`src/shared/vol_pkg.sv`:
```
package vol_pkg;
   // Core clock and derived millisecond count
   localparam int unsigned CLK_HZ     = 40_000_000;
   localparam int unsigned CYC_PER_MS = CLK_HZ / 1000;

   // Register offsets
   localparam logic [7:0] QUARTER_OFS = 8'h09;
   localparam logic [7:0] SILENCE_OFS = 8'h0A;
   localparam logic [7:0] CFG1_OFS    = 8'h0B;
   localparam logic [7:0] CFG2_OFS    = 8'h0C;

   // Reset values
   localparam logic [7:0] QUARTER_RST = 8'h00;
   localparam logic [7:0] SILENCE_RST = 8'h00;
   localparam logic [7:0] CFG1_RST    = 8'h20;
   localparam logic [7:0] CFG2_RST    = 8'h0D;

   // Writable bits; reserved bits are masked off
   localparam logic [7:0] CFG1_MASK = 8'h3F;
   localparam logic [7:0] CFG2_MASK = 8'h1F;

   // Field positions
   localparam int PIN_EN_BIT    = 5;
   localparam int PIN_LEVEL_BIT = 4;
   localparam int PAIR_LSB      = 0;
   localparam int TO_LSB        = 2;
   localparam int POLICY_LSB    = 0;

   // Zero-crossing policies
   localparam logic [1:0] POLICY_NOW     = 2'h0;
   localparam logic [1:0] POLICY_DISCARD = 2'h1;
   localparam logic [1:0] POLICY_FLUSH   = 2'h2;

   // Gain arithmetic, in quarter dB
   localparam logic signed [10:0] ZERO_DB_CODE = 11'sd210;
   localparam logic signed [10:0] GAIN_MAX_Q   = 11'sd88;
   localparam logic signed [10:0] GAIN_MIN_Q   = -11'sd384;

   // Time-out periods in ms and their cycle counts
   localparam int unsigned TO0_MS = 5;
   localparam int unsigned TO1_MS = 10;
   localparam int unsigned TO2_MS = 15;
   localparam int unsigned TO3_MS = 18;
   localparam int unsigned TO4_MS = 20;
   localparam int unsigned TO5_MS = 30;
   localparam int unsigned TO6_MS = 40;
   localparam int unsigned TO7_MS = 50;
   localparam logic [7:0][20:0] TIMEOUT_CYC_DEF = {
      21'(TO7_MS * CYC_PER_MS), 21'(TO6_MS * CYC_PER_MS),
      21'(TO5_MS * CYC_PER_MS), 21'(TO4_MS * CYC_PER_MS),
      21'(TO3_MS * CYC_PER_MS), 21'(TO2_MS * CYC_PER_MS),
      21'(TO1_MS * CYC_PER_MS), 21'(TO0_MS * CYC_PER_MS)};
endpackage

```
`src/hw/channel_gain_mute_config.sv`:
```
// Function
// - Each quarter-step bit adds a quarter dB to its channel gain.
// - Quarter-step changes follow the same zero-crossing policy and time-out.
// - Any setting accepted; effective gain clamped between +22 dB and -96 dB.
// - Channel silence bits 0-7 mute channels 1-8 while set, reset clear.
// - Pin enable bit 5, default set, lets the external pin force mute.
// - Pin level bit 4 selects active-high when set, active-low when clear.
// - Pairing set: both channels follow the lower channel; upper settings ignored.
// - Pairing clear, the reset value: channels follow their own settings.
// - Pair bits 3..0 couple channels 7/8, 5/6, 3/4, 1/2; odd is source.
// - Time-out field bits 4:2, reset 011, selects 5 to 50 ms.
// - Policy 00 applies at once; 01 waits, newer change discards pending.
// - Policy 10 applies pending on newer change, then waits; 11 reserved.
module channel_gain_mute_config #(
   parameter logic [7:0][20:0] TIMEOUT_CYC = vol_pkg::TIMEOUT_CYC_DEF
) (
   // Clock, reset, enable
   input  wire logic        clk_i,
   input  wire logic        resetn_i,
   input  wire logic        ce_i,
   // Register port from the serial control port
   input  wire logic        wr_en_i,
   input  wire logic        rd_en_i,
   input  wire logic [7:0]  addr_i,
   input  wire logic [7:0]  wdata_i,
   output logic      [7:0]  rdata_o,
   // Half-dB volume codes, channel c at bits 8c+7:8c
   input  wire logic [63:0] vol_code_i,
   // Pins
   input  wire logic        ext_silence_pin_i,
   input  wire logic [7:0]  zero_cross_i,
   // Effective channel state, channel c gain at bits 10c+9:10c
   output logic      [79:0] gain_o,
   output logic      [7:0]  mute_o,
   output logic      [7:0]  pending_o
);
   logic [7:0] quarter_r;
   logic [7:0] silence_r;
   logic [7:0] cfg1_r;
   logic [7:0] cfg2_r;
   logic       pin_s1_r;
   logic       pin_s2_r;
   logic [7:0] zc_s1_r;
   logic [7:0] zc_s2_r;
   logic [7:0] mute_nxt;
   logic [7:0] rdata_nxt;

   // Register decode
   wire wr_w      = wr_en_i && ce_i;
   wire sel_q_w   = addr_i == vol_pkg::QUARTER_OFS;
   wire sel_s_w   = addr_i == vol_pkg::SILENCE_OFS;
   wire sel_c1_w  = addr_i == vol_pkg::CFG1_OFS;
   wire sel_c2_w  = addr_i == vol_pkg::CFG2_OFS;

   // Readback mux; unmapped addresses read zero
   assign rdata_nxt = sel_q_w  ? quarter_r :
                      sel_s_w  ? silence_r :
                      sel_c1_w ? cfg1_r    :
                      sel_c2_w ? cfg2_r    : 8'h00;

   // Configuration fields
   wire       pin_en_w    = cfg1_r[vol_pkg::PIN_EN_BIT];
   wire       pin_level_w = cfg1_r[vol_pkg::PIN_LEVEL_BIT];
   wire [3:0] pair_w      = cfg1_r[vol_pkg::PAIR_LSB +: 4];
   wire [2:0] to_sel_w    = cfg2_r[vol_pkg::TO_LSB +: 3];
   wire [1:0] policy_w    = cfg2_r[vol_pkg::POLICY_LSB +: 2];
   wire [20:0] load_w     = TIMEOUT_CYC[to_sel_w];

   wire pin_force_w = pin_en_w && (pin_level_w ? pin_s2_r : !pin_s2_r);

   // Register writes; reserved bits never stored
   always_ff @(posedge clk_i or negedge resetn_i) begin
      if (!resetn_i) begin
         quarter_r <= vol_pkg::QUARTER_RST;
         silence_r <= vol_pkg::SILENCE_RST;
         cfg1_r    <= vol_pkg::CFG1_RST;
         cfg2_r    <= vol_pkg::CFG2_RST;
      end else if (wr_w) begin
         if (sel_q_w) quarter_r <= wdata_i;
         if (sel_s_w) silence_r <= wdata_i;
         if (sel_c1_w) cfg1_r <= wdata_i & vol_pkg::CFG1_MASK;
         if (sel_c2_w) cfg2_r <= wdata_i & vol_pkg::CFG2_MASK;
      end
   end

   // Read data register, holds between reads
   always_ff @(posedge clk_i or negedge resetn_i) begin
      if (!resetn_i) begin
         rdata_o <= 8'h00;
      end else if (ce_i && rd_en_i) begin
         rdata_o <= rdata_nxt;
      end
   end

   // Two-stage synchronisers for the asynchronous pins
   always_ff @(posedge clk_i or negedge resetn_i) begin
      if (!resetn_i) begin
         pin_s1_r <= 1'b1;
         pin_s2_r <= 1'b1;
         zc_s1_r  <= 8'h00;
         zc_s2_r  <= 8'h00;
      end else if (ce_i) begin
         pin_s1_r <= ext_silence_pin_i;
         pin_s2_r <= pin_s1_r;
         zc_s1_r  <= zero_cross_i;
         zc_s2_r  <= zc_s1_r;
      end
   end

   // Mute output register; mute acts at once, not on a zero-crossing
   always_ff @(posedge clk_i or negedge resetn_i) begin
      if (!resetn_i) begin
         mute_o <= 8'h00;
      end else if (ce_i) begin
         mute_o <= mute_nxt;
      end
   end

   // Per-channel source selection, gain math and update logic
   for (genvar c = 0; c < 8; c++) begin : g_ch
      localparam int SRC = c - (c % 2);
      logic signed [10:0] half_w;
      logic signed [10:0] raw_w;
      logic signed [10:0] clamp_w;

      // odd channel slaved to its partner
      // pair bit clear keeps own settings
      // bit c/2 pairs channels SRC and SRC+1
      wire use_src_w = (c % 2 == 1) && pair_w[c / 2];
      wire [7:0] code_w = use_src_w ? vol_code_i[8*SRC +: 8] : vol_code_i[8*c +: 8];
      wire qtr_w        = use_src_w ? quarter_r[SRC] : quarter_r[c];
      wire sil_w        = use_src_w ? silence_r[SRC] : silence_r[c];

      // two quarter steps per code, plus the quarter bit
      assign half_w = $signed({3'b000, code_w}) - vol_pkg::ZERO_DB_CODE;
      assign raw_w  = $signed({half_w[9:0], 1'b0}) + $signed({10'h000, qtr_w});
      assign clamp_w = (raw_w > vol_pkg::GAIN_MAX_Q) ? vol_pkg::GAIN_MAX_Q :
                       (raw_w < vol_pkg::GAIN_MIN_Q) ? vol_pkg::GAIN_MIN_Q : raw_w;

      // silence bit or pin holds the channel muted
      assign mute_nxt[c] = sil_w || pin_force_w;

      // quarter changes share the zero-crossing path
      zc_channel u_zc (
         .clk_i     (clk_i),
         .resetn_i  (resetn_i),
         .ce_i      (ce_i),
         .target_i  (clamp_w[9:0]),
         .policy_i  (policy_w),
         .load_i    (load_w),
         .zc_i      (zc_s2_r[c]),
         .applied_o (gain_o[10*c +: 10]),
         .pending_o (pending_o[c])
      );
   end
endmodule

```
`src/hw/zc_channel.sv`:
```
module zc_channel (
   // Clock, reset, enable
   input  wire logic        clk_i,
   input  wire logic        resetn_i,
   input  wire logic        ce_i,
   // Requested gain and policy
   input  wire logic [9:0]  target_i,
   input  wire logic [1:0]  policy_i,
   input  wire logic [20:0] load_i,
   input  wire logic        zc_i,
   // Applied gain
   output logic      [9:0]  applied_o,
   output logic             pending_o
);
   logic [9:0]  last_r;
   logic [9:0]  pend_val_r;
   logic [20:0] timer_r;
   logic [9:0]  applied_nxt;
   logic [9:0]  pend_val_nxt;
   logic [20:0] timer_nxt;
   logic        pending_nxt;

   // Decode of change, policy and expiry
   wire changed_w   = target_i != last_r;
   wire immediate_w = (policy_i == vol_pkg::POLICY_NOW) || (policy_i == 2'h3);
   wire flush_w     = (policy_i == vol_pkg::POLICY_FLUSH) && pending_o;
   wire expire_w    = pending_o && (zc_i || timer_r == 21'h000001);

   // flush older change on a newer one
   assign applied_nxt  = (changed_w && immediate_w) ? target_i :
                         (changed_w && flush_w)     ? pend_val_r :
                         (!changed_w && expire_w)   ? pend_val_r : applied_o;
   assign pend_val_nxt = (changed_w && !immediate_w) ? target_i : pend_val_r;
   assign pending_nxt  = changed_w ? !immediate_w : (expire_w ? 1'b0 : pending_o);
   assign timer_nxt    = changed_w ? load_i :
                         (pending_o ? timer_r - 21'h000001 : timer_r);

   // State update, frozen while ce_i is low
   always_ff @(posedge clk_i or negedge resetn_i) begin
      if (!resetn_i) begin
         last_r     <= 10'h000;
         pend_val_r <= 10'h000;
         timer_r    <= 21'h000000;
         applied_o  <= 10'h000;
         pending_o  <= 1'b0;
      end else if (ce_i) begin
         last_r     <= target_i;
         pend_val_r <= pend_val_nxt;
         timer_r    <= timer_nxt;
         applied_o  <= applied_nxt;
         pending_o  <= pending_nxt;
      end
   end
endmodule

```
`config.mk`:
```
export PLATFORM = sky130hd
export DESIGN_NAME = channel_gain_mute_config
export DESIGN_NICKNAME = d
export VERILOG_FILES = /design/src/shared/vol_pkg.sv /design/src/hw/channel_gain_mute_config.sv /design/src/hw/zc_channel.sv
export SDC_FILE = /design/constraint.sdc
export NUM_CORES = 1
export LEC_CHECK = 0
export BUFFER_PORTS_ARGS = -buffer_cell sky130_fd_sc_hd__buf_2
export CORE_ASPECT_RATIO = 1.1
export CORE_MARGIN = 5
export CORE_UTILIZATION = 55
export CTS_CLUSTER_SIZE = 12
export DETAILED_ROUTE_END_ITERATION = 6
export PLACE_DENSITY = 0.84
export SYNTH_ARGS = -nofsm -noshare
export SYNTH_HDL_FRONTEND = slang
export SYNTH_SLANG_ARGS = --single-unit
```
`constraint.sdc`:
```
create_clock -name clk_i -period 4.2 [get_ports clk_i]
set_input_delay 1.05 -clock clk_i [delete_from_list [all_inputs] [get_ports clk_i]]
set_output_delay 1.05 -clock clk_i [all_outputs]
set_load 0.01 [all_outputs]
```
==> results.yml <==
final_layout:
  final_cell_area_mm2: 0.0345
  final_cells: 4088
  finish.utilization_pct: 67.2
  layout-area-overhead-vs-synth_pct: 21.0
  layout_nets: 3505
  num-fill-cells: 3681
  share_of_post_route_cells_with_drive_strength_above_1_pct: 28.1
critical_path:
  worstPathRequired_ps: 4700
  crit_reg_reg_startpoint: "cfg1_r[0]$_DFFE_PN0P_"
  worst_setup_path_type: "reg2reg"
  critPathMaxFanout: 9
  critPathMostFrequentCell: "sky130_fd_sc_hd__o211ai_1"
  reg2regPathDepth: 13
  regToRegEndpoint: "g_ch[1].u_zc.applied_o[7]$_DFFE_PN0P_"
  worstPathArrival_ps: 4510
  worst-r2r-setup-slack_ps: 190
  worstSetupEndpointType: "flip-flop"
  worst_path_max_delay_cell: "sky130_fd_sc_hd__or4_4"
  peak_per_stage_delay_on_the_critical_path_ps: 570
  startpoint_type: "flip-flop"
  timing.critical_path.cells: "mux2i_2 -> ha_1 -> nor2b_1 -> o22ai_1 -> xor2_1 -> o211ai_1 -> a31oi_1 -> o211ai_1 -> or4_4 -> mux2i_1 -> and2_1 -> buf_12 -> mux2_4"
place:
  portBuffers: 197
  place.detailed.instances: 3988
  placement.cell_area_mm2: 0.0327
  dp_hpwl_um: 57400
  gpl.final_weighted_congestion: 0.971
grt:
  grt_usage_pct: 28.3
  grt_antenna_before_repair: 6
  vias_in_the_first_global_route: 25700
  global_route_wire_length_before_repair_um: 132000
  grt_overflow: 0
  grt_max_degree: 104
detailed_routing:
  route.final.wire_length_um: 82000
  ant_nets: 0
  via_per_inst: 6.26
  detailedRoute.firstIterationViolations: 2261
  drt-pass1-iter-count: 5
  drt-wirelength-per-cell_um: 20.1
  vias: 25600
  detail_route.drc_violations: 0
timing:
  final-setup-viol-count: 0
  totalNegativeSetupSlack_ps: 0
  timing.final.crit_share_pct: 95.6
  finClkSkew_ps: 39.8
  final_max_slew_viol_count: 0
  finalHoldViolCount: 0
  period_minus_slack_ps: 4010
  worst_slew_margin_rel_pct: 15.6
  max_clock_freq_mhz: 249
  grt_setup_unrepaired: "false"
  tightest_slew_ps: 1270
  fin_worst_hold_slack_ps: 390
power:
  vdd_ir_drop_max_mv: 0.370
  leakage_nw: 15.2
  p_per_area_mw_per_mm2: 403
cts:
  clock_tree_from_tritoncts: "built"
  clock-sinks: 477
  clk_transition_reported_paths_ps: 70
  htree_num_levels: 2
  numCtsBuffers: 51
  postCtsHoldBufs: 0
  clock_path_buffers: 3
  insertion_delay_ps: 630
  clock_tree.root_cell: "sky130_fd_sc_hd__clkbuf_16"
synthesis:
  synthDistinctLibCells: 108
  synthesis.area_per_instance_um2: 9.59
  synth.yosys.seq_area_share_pct: 41.9
  netlist_top_cells_area: "sky130_fd_sc_hd__dfrtp_1, sky130_fd_sc_hd__mux2_2, sky130_fd_sc_hd__mux2i_1, sky130_fd_sc_hd__a21oi_1, sky130_fd_sc_hd__nor2_1"
  synth_edf_count: 0
  mappedNetlistArea_mm2: 0.0285
  synthesis.nets: 3100
  netlist_top_cells_count: "sky130_fd_sc_hd__dfrtp_1, sky130_fd_sc_hd__mux2_2, sky130_fd_sc_hd__nor2_1, sky130_fd_sc_hd__a21oi_1, sky130_fd_sc_hd__nand2_1"
  flops_latches_synth: 477
  synth_flop_cell: "sky130_fd_sc_hd__dfrtp_1"
  syn-instance-count: 2969
  ys_warns: 0
  synth_largest_area_cell: "sky130_fd_sc_hd__dfrtp_1"
  synth_largest_type_area_fraction_pct: 41.4
  yosysMostFrequentCell: "sky130_fd_sc_hd__dfrtp_1"
  async_reset_ff_share_pct: 100
floorplanning:
  coreArea_mm2: 0.0513
  initial_core_util_pct: 55.5
  die_height_um: 249
  rows: 87
  die-width_um: 227
  die_outline_area_mm2: 0.0564
  ios: 198
job:
  maxCapViolations: 0
hold_path:
  min_path_type: "in2async"
run_status:
  status: "completed"
[cell families (layout without fill, tap and decap cells)]
kind of cell / after synthesis / count (layout) / synth area share (%)
other: 0 / 6 / 0
AOI/OAI and AO/OA: 786 / 786 / 18.4
DFF: 477 / 477 / 41.9
adders and majority gates: 37 / 37 / 1.63
xor gates and xnor gates: 80 / 80 / 2.49
buffers and inverters: 291 / 737 / 4.26
muxes: 402 / 402 / 15.5
and+or+nand+nor: 896 / 896 / 15.8
[power by group]
group,switching (mW),internal (mW),leakage (nW)
clock network,1.96,2.70,0.835
registers,0.559,5.30,5.75
logic,1.77,1.60,8.63
total,4.29,9.61,15.2
[state kept, by name (all words and copies together), names as in the netlist]
signal,count
g_ch.u_zc.timer_r,168
g_ch.u_zc.applied_o,80
g_ch.u_zc.last_r,80
g_ch.u_zc.pend_val_r,80
g_ch.u_zc.pending_o,8
mute_o,8
quarter_r,8
rdata_o,8
silence_r,8
zc_s1_r,8
zc_s2_r,8
cfg1_r,6
cfg2_r,5
pin_s1_r,1
pin_s2_r,1
[layout by cell type, fill, tap and decap left out, types with 35 or more instances in the layout]
cell                        Yosys  layout
sky130_fd_sc_hd__buf_2         46     195
sky130_fd_sc_hd__nor2_1       242     242
sky130_fd_sc_hd__nand3_1       55      55
sky130_fd_sc_hd__nor4_1        49      49
sky130_fd_sc_hd__o21ai_0      173     170
sky130_fd_sc_hd__buf_4         13     291
sky130_fd_sc_hd__ha_1          37      35
sky130_fd_sc_hd__mux2_2       253     242
sky130_fd_sc_hd__or3_1         47      46
sky130_fd_sc_hd__a31oi_1       48      48
sky130_fd_sc_hd__nor3_1        90      89
sky130_fd_sc_hd__mux2i_1      132     126
sky130_fd_sc_hd__clkbuf_16      0      52
sky130_fd_sc_hd__a21oi_1      200     199
sky130_fd_sc_hd__inv_1        124     122
sky130_fd_sc_hd__dfrtp_1      471     468
sky130_fd_sc_hd__nand2_1      199     199
sky130_fd_sc_hd__xnor2_1       56      53
sky130_fd_sc_hd__o22a_1        35      35
[repair_timing]
| action | 4_1_cts | 5_1_grt |
|---|---|---|
| resized for setup | 0 | 12 |
| buffers inserted | 0 | 0 |
| setup endpoints to repair | 0 | 127 |
[cell type report]
class                   instances  area (um2)  area share (%)
well taps                     667         835            2.42
multi-input cells            2201       15700            45.5
diodes                          6        15.0          0.0436
repair buffers                518        3780            11.0
inverters                     125         469            1.36
clock inverters                16         225           0.654
flip-flops and latches        477       11900            34.7
clock buffers                  78        1490            4.32
[critical path: cells and delay by family (launching register included)]
| kind | cells | cell delay [ps] |
|---|---|---|
| AND/OR/NAND/NOR | 3 | 990 |
| AO/OA/AOI/OAI | 4 | 880 |
| multiplexers | 3 | 810 |
| flip-flops | 1 | 530 |
| XOR/XNOR | 1 | 320 |
| adder cells (fa/ha/maj) | 1 | 220 |
| buffers and inverters | 1 | 140 |
[routing by layer]
metal,routed length [um],GRT usage (%),vias up,part of all wire [%]
met4,4510,14.2,0,5.5
met5,0,0,-,0
li1,-,-,11700,-
met3,5430,4.45,319,6.6
met2,40400,47.6,1063,49
met1,31700,35.4,12500,39
[through the flow]
step,setup slack [ps],power (mW)
final,186,13.9
after global routing,18.8,14.5
after detailed placement,-352,9.23
after CTS,114,13.9
after floorplan,-165,7.77
after global placement,-264,9.06
[worst max path at each step]
| stage | to | from | cells after the start | slack [ps] |
|---|---|---|---|---|
| 3_3_place_gp | g_ch[3].u_zc.applied_o[7]$_DFFE_PN0P_ | vol_code_i[18] | 14 | -260 |
| 4_1_cts | g_ch[3].u_zc.applied_o[3]$_DFFE_PN0P_ | cfg1_r[1]$_DFFE_PN0P_ | 11 | 110 |
| 3_5_place_dp | g_ch[3].u_zc.applied_o[8]$_DFFE_PN0P_ | vol_code_i[18] | 14 | -350 |
| 5_1_grt | g_ch[3].u_zc.applied_o[3]$_DFFE_PN0P_ | cfg1_r[1]$_DFFE_PN0P_ | 13 | 20 |
| 6_report | g_ch[1].u_zc.applied_o[7]$_DFFE_PN0P_ | cfg1_r[0]$_DFFE_PN0P_ | 13 | 190 |
| 2_1_floorplan | g_ch[3].u_zc.applied_o[1]$_DFFE_PN0P_ | vol_code_i[17] | 14 | -170 |
No activity file was read; power rests on OpenSTA's default activity.
